## config.mk

```make
export PLATFORM = sky130hd
export DESIGN_NAME = event_unit_flat
export DESIGN_NICKNAME = d
export VERILOG_FILES = /design/src/hdl/ev_pkg.sv /design/src/hdl/evt_if.sv /design/src/hdl/event_unit.sv /design/src/hdl/event_latch.sv /design/src/flat_wrapper.sv
export SDC_FILE = /design/constraint.sdc
export NUM_CORES = 1
export LEC_CHECK = 0
export BUFFER_PORTS_ARGS = -buffer_cell sky130_fd_sc_hd__clkbuf_2
export CORE_AREA = 2 2 97 99
export CTS_CLUSTER_SIZE = 28
export DETAILED_ROUTE_END_ITERATION = 12
export DIE_AREA = 0 0 99 101
export PLACE_DENSITY = 0.71
export SYNTH_ARGS = -nofsm -noshare
export SYNTH_HDL_FRONTEND = slang
export SYNTH_SLANG_ARGS = --single-unit
```

## constraint.sdc

```tcl
create_clock -name ref_clk -period 4.2 [get_ports ref_clk]
set_clock_uncertainty 0.2 [all_clocks]
set_input_delay 0.21 -clock ref_clk [delete_from_list [all_inputs] [get_ports ref_clk]]
set_output_delay 0.21 -clock ref_clk [all_outputs]
set_load 0.02 [all_outputs]
```

## src/hdl/ev_pkg.sv

```systemverilog
package ev_pkg;
  // bit positions inside the status, mask and acknowledge words
  localparam int NUM_EVT = 3;
  localparam int EVT_MS_BIT = 19;
  localparam int EVT_ATTN_BIT = 20;
  localparam int EVT_LR_BIT = 21;
  localparam int EVT_BIT [NUM_EVT] = '{EVT_MS_BIT, EVT_ATTN_BIT, EVT_LR_BIT};
  // index of each event in the three-bit internal vectors
  localparam int IDX_MS = 0;
  localparam int IDX_ATTN = 1;
  localparam int IDX_LR = 2;
  localparam logic [NUM_EVT-1:0] MASK_RESET = 3'h0;
  localparam logic [NUM_EVT-1:0] PEND_RESET = 3'h0;
  // channel number of the sync request channel, kept for software views
  localparam int SYNC_CHANNEL_NUM = 9;
  localparam logic [31:0] SYNC_REQ_VALUE = 32'h0000_0000;
  // reservation granule is a 128-byte line
  localparam int LINE_BYTES = 128;
  localparam int LINE_LSB = $clog2(LINE_BYTES);
  localparam int LINE_W = 32 - LINE_LSB;
  localparam int OUT_CNT_W = 8;
  localparam logic [OUT_CNT_W-1:0] CNT_ZERO = 8'h00;
  localparam logic [OUT_CNT_W-1:0] CNT_ONE = 8'h01;
  // controller register offsets on the apb side
  localparam logic [7:0] OFS_CMD = 8'h00;
  localparam logic [7:0] OFS_RES_ADDR = 8'h04;
  localparam logic [7:0] OFS_MASK_WR = 8'h08;
  localparam logic [7:0] OFS_ACK_WR = 8'h0c;
  localparam logic [7:0] OFS_STATUS = 8'h10;
  localparam logic [7:0] OFS_MASK_RD = 8'h14;
  localparam logic [7:0] OFS_IRQ_STAT = 8'h18;
  localparam logic [7:0] OFS_IRQ_MASK = 8'h1c;
  localparam int CMD_SYNC = 0;
  localparam int CMD_ATTN = 1;
  localparam int CMD_RESERVE = 2;
  localparam int CMD_LOCAL_STORE = 3;
  localparam logic [31:0] WORD_RESET = 32'h0000_0000;
endpackage

```

## src/hdl/evt_if.sv

```systemverilog
`timescale 1ns/1ns
`default_nettype none
interface evt_if;
  logic sync_req_wr;
  logic [31:0] sync_req_data;
  logic mask_wr;
  logic [31:0] mask_data;
  logic ack_wr;
  logic [31:0] ack_data;
  logic attn_wr;
  logic attn_data;
  logic reserve_cmd;
  logic [31:0] reserve_addr;
  logic local_store;
  logic snoop_wr;
  logic [31:0] snoop_addr;
  logic inbound_start;
  logic inbound_done;
  logic [31:0] status_data;
  logic [31:0] mask_rd_data;
  logic res_valid;

  modport device (
    input sync_req_wr, sync_req_data, mask_wr, mask_data, ack_wr, ack_data,
    input attn_wr, attn_data, reserve_cmd, reserve_addr, local_store,
    input snoop_wr, snoop_addr, inbound_start, inbound_done,
    output status_data, mask_rd_data, res_valid
  );
  modport host (
    output sync_req_wr, sync_req_data, mask_wr, mask_data, ack_wr, ack_data,
    output attn_wr, attn_data, reserve_cmd, reserve_addr, local_store,
    output snoop_wr, snoop_addr, inbound_start, inbound_done,
    input status_data, mask_rd_data, res_valid
  );
endinterface
`default_nettype wire

```

## src/hdl/event_unit.sv

```systemverilog
// Function
// - sync event after all earlier inbound writes
// - any written value starts a sync request
// - software acks sync once before enabling
// - writing one to ack clears pending
// - handler: save mask, mask, ack, act, restore
// - common handler masks and acks in one write
// - attention bit write raises event when enabled
// - attention event carries only one bit
// - load-reserve marks line reserved, snoop clears
// - outside modification raises lost event if enabled
// - local clearing never raises lost event
// - other agents' writes lose the reservation
// - handler may reissue load-reserve, no status read
// - avoid reserve loops over four lines
// - use sync for cumulative multi-source ordering
// - sync bit 19, attention 20, lost 21
//
// Our own choices: the APB register port and the register addresses.
`timescale 1ns/1ns
`default_nettype none
module event_unit
  import ev_pkg::*;
(
  input wire logic ref_clk,
  input wire logic reset,
  evt_if.device ch,
  output logic sync_busy,
  output logic reservation_held,
  output logic [OUT_CNT_W-1:0] inbound_outstanding
);

  // event mask, only the three implemented bits are stored
  logic [NUM_EVT-1:0] mask_reg;
  logic [NUM_EVT-1:0] mask_next;

  // inbound write tracking
  logic [OUT_CNT_W-1:0] out_cnt_reg;
  logic [OUT_CNT_W-1:0] out_cnt_next;
  logic [OUT_CNT_W-1:0] wait_cnt_reg;
  logic [OUT_CNT_W-1:0] wait_cnt_next;
  // waiting state of a sync request
  typedef enum logic [0:0] {
    SYNC_IDLE = 1'b0,
    SYNC_WAIT = 1'b1
  } sync_state_t;
  sync_state_t sync_state_reg;
  sync_state_t sync_state_next;
  logic [OUT_CNT_W-1:0] snapshot;

  // reservation state
  logic res_valid_reg;
  logic res_valid_next;
  logic [LINE_W-1:0] res_line_reg;
  logic [LINE_W-1:0] res_line_next;
  logic snoop_hit;
  logic same_line;

  // event sources and latches
  logic ms_set;
  logic attn_set;
  logic lr_set;
  logic [NUM_EVT-1:0] evt_set;
  logic [NUM_EVT-1:0] evt_clear;
  logic [NUM_EVT-1:0] pending;

  always_comb begin
    mask_next = mask_reg;
    if (ch.mask_wr) begin
      for (int i = 0; i < NUM_EVT; i++) begin
        mask_next[i] = ch.mask_data[EVT_BIT[i]];
      end
    end
  end

  always_ff @(posedge ref_clk or posedge reset) begin
    if (reset) begin
      mask_reg <= MASK_RESET;
    end else begin
      mask_reg <= mask_next;
    end
  end

  // completions are assumed to retire in start order, so the count of
  // writes still open at the request is exactly the set to wait for
  always_comb begin
    out_cnt_next = out_cnt_reg;
    unique case ({ch.inbound_start, ch.inbound_done})
      2'b10: out_cnt_next = out_cnt_reg + CNT_ONE;
      2'b01: out_cnt_next = out_cnt_reg - CNT_ONE;
      2'b00, 2'b11: out_cnt_next = out_cnt_reg;
    endcase
  end

  always_comb begin
    // a write started in the request cycle is not before it
    snapshot = ch.inbound_done ? out_cnt_reg - CNT_ONE : out_cnt_reg;
    wait_cnt_next = wait_cnt_reg;
    sync_state_next = sync_state_reg;
    ms_set = 1'b0;
    unique case (sync_state_reg)
      SYNC_IDLE: sync_state_next = SYNC_IDLE;
      SYNC_WAIT: begin
        if (ch.inbound_done) begin
          wait_cnt_next = wait_cnt_reg - CNT_ONE;
          if (wait_cnt_reg == CNT_ONE) begin
            ms_set = 1'b1;
            sync_state_next = SYNC_IDLE;
          end
        end
      end
    endcase
    // a new request restarts the wait; an old one ending now still fires
    if (ch.sync_req_wr) begin
      // the written value is ignored: any value is a request
      wait_cnt_next = snapshot;
      sync_state_next = (snapshot != CNT_ZERO) ? SYNC_WAIT : SYNC_IDLE;
      if (snapshot == CNT_ZERO) begin
        ms_set = 1'b1;
      end
    end
  end

  always_ff @(posedge ref_clk or posedge reset) begin
    if (reset) begin
      out_cnt_reg <= CNT_ZERO;
      wait_cnt_reg <= CNT_ZERO;
      sync_state_reg <= SYNC_IDLE;
    end else begin
      out_cnt_reg <= out_cnt_next;
      wait_cnt_reg <= wait_cnt_next;
      sync_state_reg <= sync_state_next;
    end
  end

  // attention: a single occurrence bit, nothing else is carried
  always_comb begin
    attn_set = ch.attn_wr & ch.attn_data & mask_reg[IDX_ATTN];
  end

  // only the line number is kept, so any byte of the line matches
  assign same_line = (ch.snoop_addr[31:LINE_LSB] == res_line_reg);

  always_comb begin
    snoop_hit = ch.snoop_wr && res_valid_reg && same_line;
    res_valid_next = res_valid_reg;
    res_line_next = res_line_reg;
    lr_set = 1'b0;
    if (ch.reserve_cmd) begin
      // a fresh reservation replaces any loss seen in the same cycle
      res_valid_next = 1'b1;
      res_line_next = ch.reserve_addr[31:LINE_LSB];
    end else if (ch.local_store) begin
      // a local store ends the reservation without any event
      res_valid_next = 1'b0;
    end else if (snoop_hit) begin
      res_valid_next = 1'b0;
      lr_set = mask_reg[IDX_LR];
    end
  end

  always_ff @(posedge ref_clk or posedge reset) begin
    if (reset) begin
      res_valid_reg <= 1'b0;
      res_line_reg <= '0;
    end else begin
      res_valid_reg <= res_valid_next;
      res_line_reg <= res_line_next;
    end
  end

  // each source drives its own bit, one process per vector
  always_comb begin
    evt_set = PEND_RESET;
    evt_set[IDX_MS] = ms_set;
    evt_set[IDX_ATTN] = attn_set;
    evt_set[IDX_LR] = lr_set;
  end

  // one sticky latch per source; the acknowledge word picks the clears
  generate
    for (genvar g = 0; g < NUM_EVT; g++) begin : g_evt
      assign evt_clear[g] = ch.ack_wr & ch.ack_data[EVT_BIT[g]];
      event_latch event_latch_inst (
        .ref_clk(ref_clk),
        .reset(reset),
        .set(evt_set[g]),
        .clear(evt_clear[g]),
        .pending(pending[g])
      );
    end
  endgenerate

  // unimplemented bits read as zero
  always_comb begin
    ch.status_data = WORD_RESET;
    ch.mask_rd_data = WORD_RESET;
    for (int i = 0; i < NUM_EVT; i++) begin
      ch.status_data[EVT_BIT[i]] = pending[i] & mask_reg[i];
      ch.mask_rd_data[EVT_BIT[i]] = mask_reg[i];
    end
  end

  // user-side views, all straight from flops
  assign ch.res_valid = res_valid_reg;
  assign sync_busy = (sync_state_reg == SYNC_WAIT);
  assign reservation_held = res_valid_reg;
  assign inbound_outstanding = out_cnt_reg;

endmodule
`default_nettype wire

```

## src/hdl/event_latch.sv

```systemverilog
`timescale 1ns/1ns
`default_nettype none
module event_latch (
  input wire logic ref_clk,
  input wire logic reset,
  input wire logic set,
  input wire logic clear,
  output logic pending
);
  logic pend_reg;
  logic pend_next;

  // a set in the clearing cycle wins, so no occurrence is dropped
  always_comb begin
    pend_next = pend_reg;
    if (clear) begin
      pend_next = 1'b0;
    end
    if (set) begin
      pend_next = 1'b1;
    end
  end

  always_ff @(posedge ref_clk or posedge reset) begin
    if (reset) begin
      pend_reg <= 1'b0;
    end else begin
      pend_reg <= pend_next;
    end
  end

  assign pending = pend_reg;
endmodule
`default_nettype wire

```

## src/flat_wrapper.sv

```systemverilog
// flat-port wrapper written by rule: the top's interface ports become plain ports
module event_unit_flat import ev_pkg::*;
  (ref_clk, reset, sync_busy, reservation_held, inbound_outstanding, ch_sync_req_wr, ch_sync_req_data, ch_mask_wr, ch_mask_data, ch_ack_wr, ch_ack_data, ch_attn_wr, ch_attn_data, ch_reserve_cmd, ch_reserve_addr, ch_local_store, ch_snoop_wr, ch_snoop_addr, ch_inbound_start, ch_inbound_done, ch_status_data, ch_mask_rd_data, ch_res_valid);
  evt_if ch_i ();
  input wire logic ref_clk;
  input wire logic reset;
  output logic sync_busy;
  output logic reservation_held;
  output logic [OUT_CNT_W-1:0] inbound_outstanding;
  input wire logic [$bits(ch_i.sync_req_wr)-1:0] ch_sync_req_wr;
  input wire logic [$bits(ch_i.sync_req_data)-1:0] ch_sync_req_data;
  input wire logic [$bits(ch_i.mask_wr)-1:0] ch_mask_wr;
  input wire logic [$bits(ch_i.mask_data)-1:0] ch_mask_data;
  input wire logic [$bits(ch_i.ack_wr)-1:0] ch_ack_wr;
  input wire logic [$bits(ch_i.ack_data)-1:0] ch_ack_data;
  input wire logic [$bits(ch_i.attn_wr)-1:0] ch_attn_wr;
  input wire logic [$bits(ch_i.attn_data)-1:0] ch_attn_data;
  input wire logic [$bits(ch_i.reserve_cmd)-1:0] ch_reserve_cmd;
  input wire logic [$bits(ch_i.reserve_addr)-1:0] ch_reserve_addr;
  input wire logic [$bits(ch_i.local_store)-1:0] ch_local_store;
  input wire logic [$bits(ch_i.snoop_wr)-1:0] ch_snoop_wr;
  input wire logic [$bits(ch_i.snoop_addr)-1:0] ch_snoop_addr;
  input wire logic [$bits(ch_i.inbound_start)-1:0] ch_inbound_start;
  input wire logic [$bits(ch_i.inbound_done)-1:0] ch_inbound_done;
  output wire logic [$bits(ch_i.status_data)-1:0] ch_status_data;
  output wire logic [$bits(ch_i.mask_rd_data)-1:0] ch_mask_rd_data;
  output wire logic [$bits(ch_i.res_valid)-1:0] ch_res_valid;
  assign ch_i.sync_req_wr = ch_sync_req_wr;
  assign ch_i.sync_req_data = ch_sync_req_data;
  assign ch_i.mask_wr = ch_mask_wr;
  assign ch_i.mask_data = ch_mask_data;
  assign ch_i.ack_wr = ch_ack_wr;
  assign ch_i.ack_data = ch_ack_data;
  assign ch_i.attn_wr = ch_attn_wr;
  assign ch_i.attn_data = ch_attn_data;
  assign ch_i.reserve_cmd = ch_reserve_cmd;
  assign ch_i.reserve_addr = ch_reserve_addr;
  assign ch_i.local_store = ch_local_store;
  assign ch_i.snoop_wr = ch_snoop_wr;
  assign ch_i.snoop_addr = ch_snoop_addr;
  assign ch_i.inbound_start = ch_inbound_start;
  assign ch_i.inbound_done = ch_inbound_done;
  assign ch_status_data = ch_i.status_data;
  assign ch_mask_rd_data = ch_i.mask_rd_data;
  assign ch_res_valid = ch_i.res_valid;
  event_unit u_core (.ref_clk(ref_clk), .reset(reset), .ch(ch_i), .sync_busy(sync_busy), .reservation_held(reservation_held), .inbound_outstanding(inbound_outstanding));
endmodule
```

==> results.py, run 1 <==
metrics = {
    "outcome": {
        "status": "finished, final reports clean",
    },
    "hold_path": {
        "hold_class": "primary input to register",
        "holdPathEnd": "u_core.g_evt[2].event_latch_inst.pending",
        "worstHoldPathCells": 3,
        "min-delay-start": "ch_ack_data[21]",
    },
    "clock_tree": {
        "cts_max_level": 2,
        "clkTransAtPathRegs_ns": 0.09,
        "clk_latency_ns": 0.29,
        "numCtsBuffers": 5,
        "post_cts_buffers": 0,
        "cts.sinks": 49,
        "cts_root_buf": "clkbuf_8",
        "cts_buffer_depth": 2,
        "ctsHoldBuffers": 31,
        "cts_tree": "built",
        "cts_resized": 0,
    },
    "timing": {
        "min_period_ns": 2.00,
        "hold_viol": 0,
        "finalWorstSetupSlack_ns": 2.20,
        "tns_ns": 0,
        "drv_slew": 0,
        "slew-limit-headroom_pct": 29.8,
        "hold_ws_ns": 0.0384,
        "period_share_pct": 47.5,
        "worst_pin_slew_ns": 1.05,
        "setup_viol": 0,
        "rsz0062_at_grt": "no",
        "max_freq_ghz": 0.501,
    },
    "placed_design": {
        "placed_area_mm2": 0.00339,
        "dp_slack_ns": 2.03,
        "io_buffers": 84,
        "gp_congestion": 0.858,
        "dp_hpwl_mm": 4.58,
    },
    "layout": {
        "final_cell_mix": "clkbuf_2 (84), conb_1 (58), dfrtp_1 (49)",
        "final_common_cell": "clkbuf_2",
        "regArea_mm2": 0.00123,
        "fillers": 859,
        "largest_register_ffs": 25,
        "drive_gt1_share_pct": 30.4,
        "final_cell_area_mm2": 0.00381,
        "final_nets": 582,
        "multi_input_area_mm2": 0.00157,
        "syn_to_final_growth_pct": 22.0,
        "diodes": 0,
    },
    "global_routing": {
        "grt.overflow.total": 0,
        "grt.total_usage_pct": 12.4,
        "grt_pass1_wl_mm": 10.1,
        "grt_max_degree": 50,
        "grt_pass1_vias": 2120,
        "antenna_found_initial": 0,
    },
    "route": {
        "dr.pass1.iters": 4,
        "viasPerCell": 4.45,
        "ant_nets": 0,
        "drc": 0,
        "finalWirelength_mm": 6.39,
        "avgRoutedWirePerCell_um": 12.4,
        "drt_iter0_markers": 34,
        "via_count": 2296,
    },
    "critical_path": {
        "end_kind": "register",
        "path_class": "register to register",
        "crit_slowest_cell": "dfrtp_1",
        "required_ns": 4.16,
        "start_kind": "register",
        "cpPeakStageDelay_ns": 0.56,
        "crit_chain": "inv_1 > ha_1 > nand2_1 > xor2_1 > nor3b_1 > a31oi_1",
        "rrSetupSlack_ns": 2.20,
        "reg2reg_depth": 6,
        "cp.arrival_ns": 1.95,
        "r2r-start": "u_core.inbound_outstanding[0]",
        "crit_buf_inv": 1,
        "critPathTopFamily": "flip-flops",
        "crit_fanout": 10,
        "r2r_end": "u_core.sync_busy",
    },
    "yosys": {
        "synth_area_mm2": 0.00312,
        "ys_seq_elements": 49,
        "yosysTopAreaCell": "dfrtp_1",
        "async_flop_share_pct": 100,
        "synth_cell_types": 41,
        "synth_top_flop_cell": "dfrtp_1",
        "synth_edf_count": 0,
        "ys_seq_area_share_pct": 39.3,
        "ys_warn_count": 0,
        "syn_avg_cell_area_um2": 10.6,
        "yosysTopAreaCellShare_pct": 39.3,
        "synthTopCellsByArea": "dfrtp_1 (39%), buf_4 (14%), mux2_2 (10%), xor2_1 (7.3%), xnor2_1 (5.9%)",
        "synthCells": 296,
    },
    "job": {
        "max-cap-violations": 0,
    },
    "power": {
        "power_uw": 1700,
        "p_leak_uw": 0.00181,
        "peakVddDrop_mv": 0.289,
        "p_per_area_mw_per_mm2": 447,
    },
    "floorplan": {
        "die_w_um": 99,
        "die_area_mm2": 0.0100,
        "die_h_um": 101,
        "ioPinCount": 247,
        "core_area_mm2": 0.00898,
        "rows": 35,
        "start_util_pct": 34.8,
    },
}
logic make-up after synthesis:
kind of cell    after synthesis  synth area share, %
xor+xnor                     47                 13.2
other cells                   1                0.120
flops                        49                 39.3
mux                          33                 11.7
compound gates               21                 4.37
fa+ha+maj                     5                 2.00
buf+inv                      78                 17.2
simple gates                 62                 12.2
synth_stat cells (5+ instances only):
library cell / count
mux2_2: 28
ha_1: 5
nor2_1: 7
buf_2: 5
dfrtp_1: 49
nand2_1: 13
a21oi_1: 9
xnor2_1: 21
xor2_1: 26
nand3_1: 9
buf_4: 59
mux2i_1: 5
inv_1: 7
nor4_1: 6
through the flow:
stage / utilization, % / instances
2_1_floorplan: - / 353
3_3_place_gp: 37.7 / 477
3_5_place_dp: 37.7 / 477
4_1_cts: 42.3 / 515
5_1_grt: 42.4 / 516
6_report: 42.4 / 516
area by class of cell:
class                           count  share of cell area, %
Tap cell                          111                   3.65
Multi-Input combinational cell    226                   41.3
Sequential cell                    49                   32.2
Timing Repair Buffer              116                   19.4
Inverter                            7                  0.690
Clock inverter                      2                  0.920
Clock buffer                        5                   1.81
worst max path at each step:
stage	cells past startpoint	to	slack, ns	start
after global placement	4	u_core.ch.res_valid	2.07	ch_reserve_cmd
after floorplan	7	u_core.sync_busy	2.30	u_core.inbound_outstanding[0]
after detailed placement	4	u_core.ch.res_valid	2.03	ch_reserve_cmd
final	6	u_core.sync_busy	2.20	u_core.inbound_outstanding[0]
after global routing	6	u_core.sync_busy	2.10	u_core.inbound_outstanding[0]
after CTS	6	u_core.sync_busy	2.18	u_core.inbound_outstanding[0]
report_power, final:
group          internal, uW  switching (uW)  leakage (uW)
Combinational           287             338       0.00118
Clock                   173             151     0.0000540
Sequential              581             173      0.000583
worst register-to-register path: stages (launching register included):
cell and delay [ns]:
dfrtp_1 0.56, inv_1 0.08, ha_1 0.28, nand2_1 0.13, xor2_1 0.19, nor3b_1 0.30, a31oi_1 0.13
routing by layer:
layer / GRT usage [%] / wire, um / vias up
met5: 0 / 0 / -
met4: 2.21 / 42 / 0
met3: 2.57 / 422 / 6
met2: 22.1 / 3320 / 94
met1: 15.7 / 2610 / 1095
li1: - / - / 1101
Power figures use the tool's default switching activity.
==> run 2, diff against run 1 <==
--- a/config.mk
+++ b/config.mk
@@ -6,11 +6,11 @@
 export NUM_CORES = 1
 export LEC_CHECK = 0
 export BUFFER_PORTS_ARGS = -buffer_cell sky130_fd_sc_hd__clkbuf_2
-export CORE_AREA = 2 2 97 99
+export CORE_AREA = 2 2 95 97
 export CTS_CLUSTER_SIZE = 28
 export DETAILED_ROUTE_END_ITERATION = 12
-export DIE_AREA = 0 0 99 101
-export PLACE_DENSITY = 0.71
+export DIE_AREA = 0 0 97 99
+export PLACE_DENSITY = 0.73
 export SYNTH_ARGS = -nofsm -noshare
 export SYNTH_HDL_FRONTEND = slang
 export SYNTH_SLANG_ARGS = --single-unit
==> constraint.sdc (replaced) <==
create_clock -name ref_clk -period 2 [get_ports ref_clk]
set_clock_uncertainty 0.2 [all_clocks]
set_input_delay 0.1 -clock ref_clk [delete_from_list [all_inputs] [get_ports ref_clk]]
set_output_delay 0.1 -clock ref_clk [all_outputs]
set_load 0.02 [all_outputs]
==> results.py, run 2 (same netlist as run 1, synthesis figures left out) <==
metrics = {
    "outcome": {
        "status": "finished, final reports clean",
    },
    "timing": {
        "setup_viol": 0,
        "slew-limit-headroom_pct": 53.0,
        "hold_viol": 0,
        "hold_ws_ns": 0.0307,
        "tns_ns": 0,
        "drv_slew": 0,
        "worst_pin_slew_ns": 0.703,
        "max_freq_ghz": 0.552,
        "period_share_pct": 90.6,
        "rsz0062_at_grt": "no",
        "min_period_ns": 1.81,
    },
    "power": {
        "p_seq_share_pct": 41.9,
        "p_int_uw": 2180,
        "peakVddDrop_mv": 0.593,
        "p_per_area_mw_per_mm2": 912,
        "sw_frac_of_total_pct": 39.5,
        "power_frac_comb_pct": 42.4,
        "p_sw_uw": 1420,
        "power_uw": 3600,
        "clockPowerShare_pct": 15.7,
        "p_leak_uw": 0.00189,
    },
    "floorplan": {
        "rows": 34,
        "die_h_um": 99,
        "start_util_pct": 36.5,
        "core_area_mm2": 0.00855,
        "die_w_um": 97,
        "die_area_mm2": 0.00960,
        "ioPinCount": 247,
    },
    "critical_path": {
        "critPathTopFamily": "flip-flops",
        "crit_slowest_cell": "dfrtp_1",
        "crit_fanout": 5,
        "start_kind": "register",
        "cpPeakStageDelay_ns": 0.45,
        "rrSetupSlack_ns": 0.19,
        "required_ns": 1.96,
        "crit_chain": "inv_1 > ha_1 > nand2_1 > xor2_1 > nor3b_1 > a31oi_1",
        "end_kind": "register",
        "path_class": "register to register",
        "cp.arrival_ns": 1.77,
        "crit_buf_inv": 1,
    },
    "route": {
        "wl_met3_um": 529,
        "finalWirelength_mm": 6.96,
        "via_count": 2383,
        "avgRoutedWirePerCell_um": 13.0,
        "drc": 0,
        "wl_met1_mm": 2.68,
        "top_layer_used": "met4",
        "dr.pass1.iters": 4,
        "ant_nets": 0,
        "met2WireLength_mm": 3.70,
        "drt_iter0_markers": 78,
        "viasPerCell": 4.46,
    },
    "layout": {
        "drive_gt1_share_pct": 31.9,
        "syn_to_final_growth_pct": 26.5,
        "largest_register_ffs": 25,
        "final_nets": 602,
        "final_common_cell": "clkbuf_2",
        "final_cell_mix": "clkbuf_2 (84), conb_1 (58), dfrtp_1 (49)",
        "diodes": 0,
    },
    "hold_path": {
        "hold_class": "primary input to register",
    },
    "clock_tree": {
        "clk_latency_ns": 0.29,
        "cts_buffer_depth": 2,
        "cts_resized": 0,
        "cts_max_level": 2,
        "post_cts_buffers": 0,
        "cts_root_buf": "clkbuf_8",
        "cts_tree": "built",
        "cts.sinks": 49,
        "numCtsBuffers": 5,
        "ctsHoldBuffers": 38,
        "clkTransAtPathRegs_ns": 0.09,
    },
    "global_routing": {
        "antenna_found_initial": 0,
        "grt.overflow.total": 0,
        "grt_max_degree": 33,
        "grt_pass1_wl_mm": 11.3,
        "grt_pass1_vias": 2411,
        "grt.total_usage_pct": 14.4,
    },
    "placed_design": {
        "io_buffers": 84,
        "gp_congestion": 0.839,
        "dp_hpwl_mm": 4.99,
    },
    "job": {
        "max-cap-violations": 0,
    },
}
## run 2: power groups by stage
| stage | registers, uW | clock network [uW] | logic, uW |
|---|---|---|---|
| final | 1510 | 567 | 1530 |
| after global placement | 1510 | 0 | 1430 |
| after global routing | 1550 | 653 | 1690 |
| after CTS | 1510 | 605 | 1530 |
| after floorplan | 1550 | 0 | 1080 |
| after detailed placement | 1530 | 0 | 1460 |
## run 2: metal layers
| metal | track usage (%) | vias up |
|---|---|---|
| met5 | 0 | - |
| li1 | - | 1145 |
| met2 | 27.8 | 103 |
| met3 | 3.76 | 6 |
| met1 | 16.1 | 1129 |
| met4 | 2.28 | 0 |
## run 2: worst paths after layout
path                       cells after the start                                       end                                      from
max                                            6                          u_core.sync_busy             u_core.inbound_outstanding[0]
min                                            3                    u_core.wait_cnt_reg[0]                            ch_sync_req_wr
max reg2reg                                    6                          u_core.sync_busy             u_core.inbound_outstanding[0]
min reg2reg                                    1  u_core.g_evt[2].event_latch_inst.pending  u_core.g_evt[2].event_latch_inst.pending
max in group asynchronous                      4                   u_core.res_line_reg[10]                                     reset
min in group asynchronous                      3             u_core.inbound_outstanding[2]                                     reset
## run 2: area by class of cell
class | count | area [um2]
fill | 789 | 4600
multi-input combinational | 226 | 1570
sequential | 49 | 1230
timing repair buffer | 136 | 906
tap | 108 | 135
clock buffer | 7 | 76.3
inverter | 7 | 26.3
clock inverter | 1 | 7.51
## run 2: tightest hold or removal path, delay by kind of cell
kind	cells	cell delay, ns
compound gates	1	0.06
buf+inv	1	0.22
simple gates	1	0.10
## run 2: per-stage QoR
step	instance area [um2]	utilization, %	worst slack (ns)	std cells
floorplan	3340	-	0.104	353
global placement	3490	40.8	0.220	488
detailed placement	3490	40.8	0.183	488
CTS	3950	46.2	0.163	534
global route	3950	46.2	0.0219	534
finish	3950	46.2	0.188	534
==> run 3, diff against run 2 <==
--- a/config.mk
+++ b/config.mk
@@ -6,11 +6,11 @@
 export NUM_CORES = 1
 export LEC_CHECK = 0
 export BUFFER_PORTS_ARGS = -buffer_cell sky130_fd_sc_hd__clkbuf_2
-export CORE_AREA = 2 2 95 97
+export CORE_AREA = 2 2 97 99
 export CTS_CLUSTER_SIZE = 28
 export DETAILED_ROUTE_END_ITERATION = 12
-export DIE_AREA = 0 0 97 99
-export PLACE_DENSITY = 0.73
+export DIE_AREA = 0 0 99 101
+export PLACE_DENSITY = 0.71
 export SYNTH_ARGS = -nofsm -noshare
 export SYNTH_HDL_FRONTEND = slang
 export SYNTH_SLANG_ARGS = --single-unit
==> constraint.sdc (replaced) <==
create_clock -name ref_clk -period 2.1 [get_ports ref_clk]
set_clock_uncertainty 0.2 [all_clocks]
set_input_delay 0.105 -clock ref_clk [delete_from_list [all_inputs] [get_ports ref_clk]]
set_output_delay 0.105 -clock ref_clk [all_outputs]
set_load 0.02 [all_outputs]
==> results.py, run 3 (same netlist as run 1, synthesis figures left out) <==
metrics = {
    "route": {
        "via_count": 2297,
        "viasPerCell": 4.33,
        "avgRoutedWirePerCell_um": 12.5,
        "drc": 0,
        "drt_iter0_markers": 42,
        "dr.pass1.iters": 4,
        "finalWirelength_mm": 6.64,
        "ant_nets": 0,
    },
    "job": {
        "max-cap-violations": 0,
    },
    "timing": {
        "hold_viol": 0,
        "slew-limit-headroom_pct": 64.8,
        "period_share_pct": 87.0,
        "drv_slew": 0,
        "max_freq_ghz": 0.548,
        "setup_viol": 0,
        "rsz0062_at_grt": "no",
        "worst_pin_slew_ns": 0.523,
        "min_period_ns": 1.83,
        "finalWorstSetupSlack_ns": 0.274,
        "tns_ns": 0,
    },
    "power": {
        "peakVddDrop_mv": 0.615,
        "power_frac_comb_pct": 40.3,
        "clockPowerShare_pct": 17.1,
        "p_int_uw": 2060,
        "p_per_area_mw_per_mm2": 870,
        "p_seq_share_pct": 42.6,
        "p_sw_uw": 1360,
        "p_leak_uw": 0.00188,
        "sw_frac_of_total_pct": 39.8,
    },
    "global_routing": {
        "grt_pass1_wl_mm": 10.8,
        "grt_max_degree": 29,
        "grt.overflow.total": 0,
        "grt_pass1_vias": 2276,
        "antenna_found_initial": 0,
        "grt.total_usage_pct": 13.3,
    },
    "layout": {
        "drive_gt1_share_pct": 31.3,
        "largest_register_ffs": 25,
        "diodes": 0,
        "utilization_pct": 43.7,
        "final_common_cell": "clkbuf_2",
        "final_cell_area_mm2": 0.00393,
        "syn_to_final_growth_pct": 25.8,
        "final_nets": 595,
        "final_cell_mix": "clkbuf_2 (84), conb_1 (58), dfrtp_1 (49)",
    },
    "floorplan": {
        "ioPinCount": 247,
        "start_util_pct": 34.8,
        "core_area_mm2": 0.00898,
        "die_w_um": 99,
        "die_area_mm2": 0.0100,
        "rows": 35,
        "die_h_um": 101,
    },
    "outcome": {
        "status": "finished, final reports clean",
    },
    "critical_path": {
        "cp.arrival_ns": 1.80,
        "end_kind": "register",
        "rrSetupSlack_ns": 0.27,
        "start_kind": "register",
        "required_ns": 2.07,
        "path_class": "register to register",
        "crit_fanout": 12,
    },
    "hold_path": {
        "hold_class": "primary input to register",
    },
    "clock_tree": {
        "cts_buffer_depth": 2,
        "numCtsBuffers": 5,
        "clkTransAtPathRegs_ns": 0.09,
        "cts_max_level": 2,
        "clk_latency_ns": 0.30,
        "cts_tree": "built",
        "cts.sinks": 49,
        "cts_root_buf": "clkbuf_8",
        "post_cts_buffers": 0,
        "cts_resized": 0,
    },
    "placed_design": {
        "placed_area_mm2": 0.00345,
        "dp_slack_ns": 0.274,
        "dp_hpwl_mm": 4.78,
        "gp_congestion": 0.883,
        "io_buffers": 84,
    },
}
run 3: cell types whose count changed in the layout (fill, tap and decap cells not counted):
cell | previous run | this run
clkbuf_1 | 2 | 0
clkinv_2 | 0 | 1
buf_12 | 0 | 1
clkbuf_8 | 5 | 6
buf_4 | 14 | 6
clkinv_4 | 0 | 1
clkinvlp_4 | 1 | 0
run 3: timing repair:
item / 4_1_cts / 5_1_grt
endpoints found under the setup margin: 0 / 0
endpoints found under the hold margin: 53 / 0
hold buffers: 38 / 0
run 3: area by class of cell:
cell class	count	area, um2
Clock buffer	6	82.6
Sequential cell	49	1230
Multi-Input combinational cell	226	1570
Fill cell	832	5050
Clock inverter	2	13.8
Tap cell	111	139
Inverter	7	26.3
Timing Repair Buffer	129	866
run 3: metrics by stage:
stage	hold slack, ns	instances	total power, uW
after detailed placement	-0.0335	484	2790
final	0.0311	530	3420
after CTS	0.0180	530	3470
after global routing	0.0417	530	3680
after global placement	-0.0397	484	2750
after floorplan	0.00244	353	2500
run 3: worst max-delay path, cell delays in order (launching register included):
cell and delay [ns]:
dfrtp_1 0.56, nor4_4 0.36, and4b_1 0.26, xnor2_1 0.20, a31oi_1 0.12
run 3: path summary, 6_finish.rpt:
kind	from	endpoint	cells after the start
setup / recovery	u_core.inbound_outstanding[2]	u_core.sync_busy	4
setup reg to reg	u_core.inbound_outstanding[2]	u_core.sync_busy	4
hold reg to reg	u_core.g_evt[2].event_latch_inst.pending	u_core.g_evt[2].event_latch_inst.pending	1
min in group asynchronous	reset	u_core.wait_cnt_reg[6]	3
hold / removal	ch_ack_wr	u_core.g_evt[0].event_latch_inst.pending	4
max in group asynchronous	reset	u_core.inbound_outstanding[6]	4
run 3: layer usage:
layer / up-vias / part of all wire (%) / global-route usage [%] / wire length [um]
met3: 5 / 6.5 / 2.91 / 431
met4: 0 / 0.69 / 2.63 / 46
met5: - / 0 / 0 / 0
met2: 94 / 53 / 24.6 / 3540
met1: 1071 / 40 / 16.0 / 2630
li1: 1127 / - / - / -
run 3: power groups by stage:
stage / Combinational [uW] / Sequential, uW / Clock [uW]
after global placement: 1290 / 1460 / 0
after global routing: 1520 / 1500 / 657
after CTS: 1390 / 1450 / 627
after detailed placement: 1320 / 1470 / 0
after floorplan: 1030 / 1470 / 0
final: 1380 / 1450 / 586
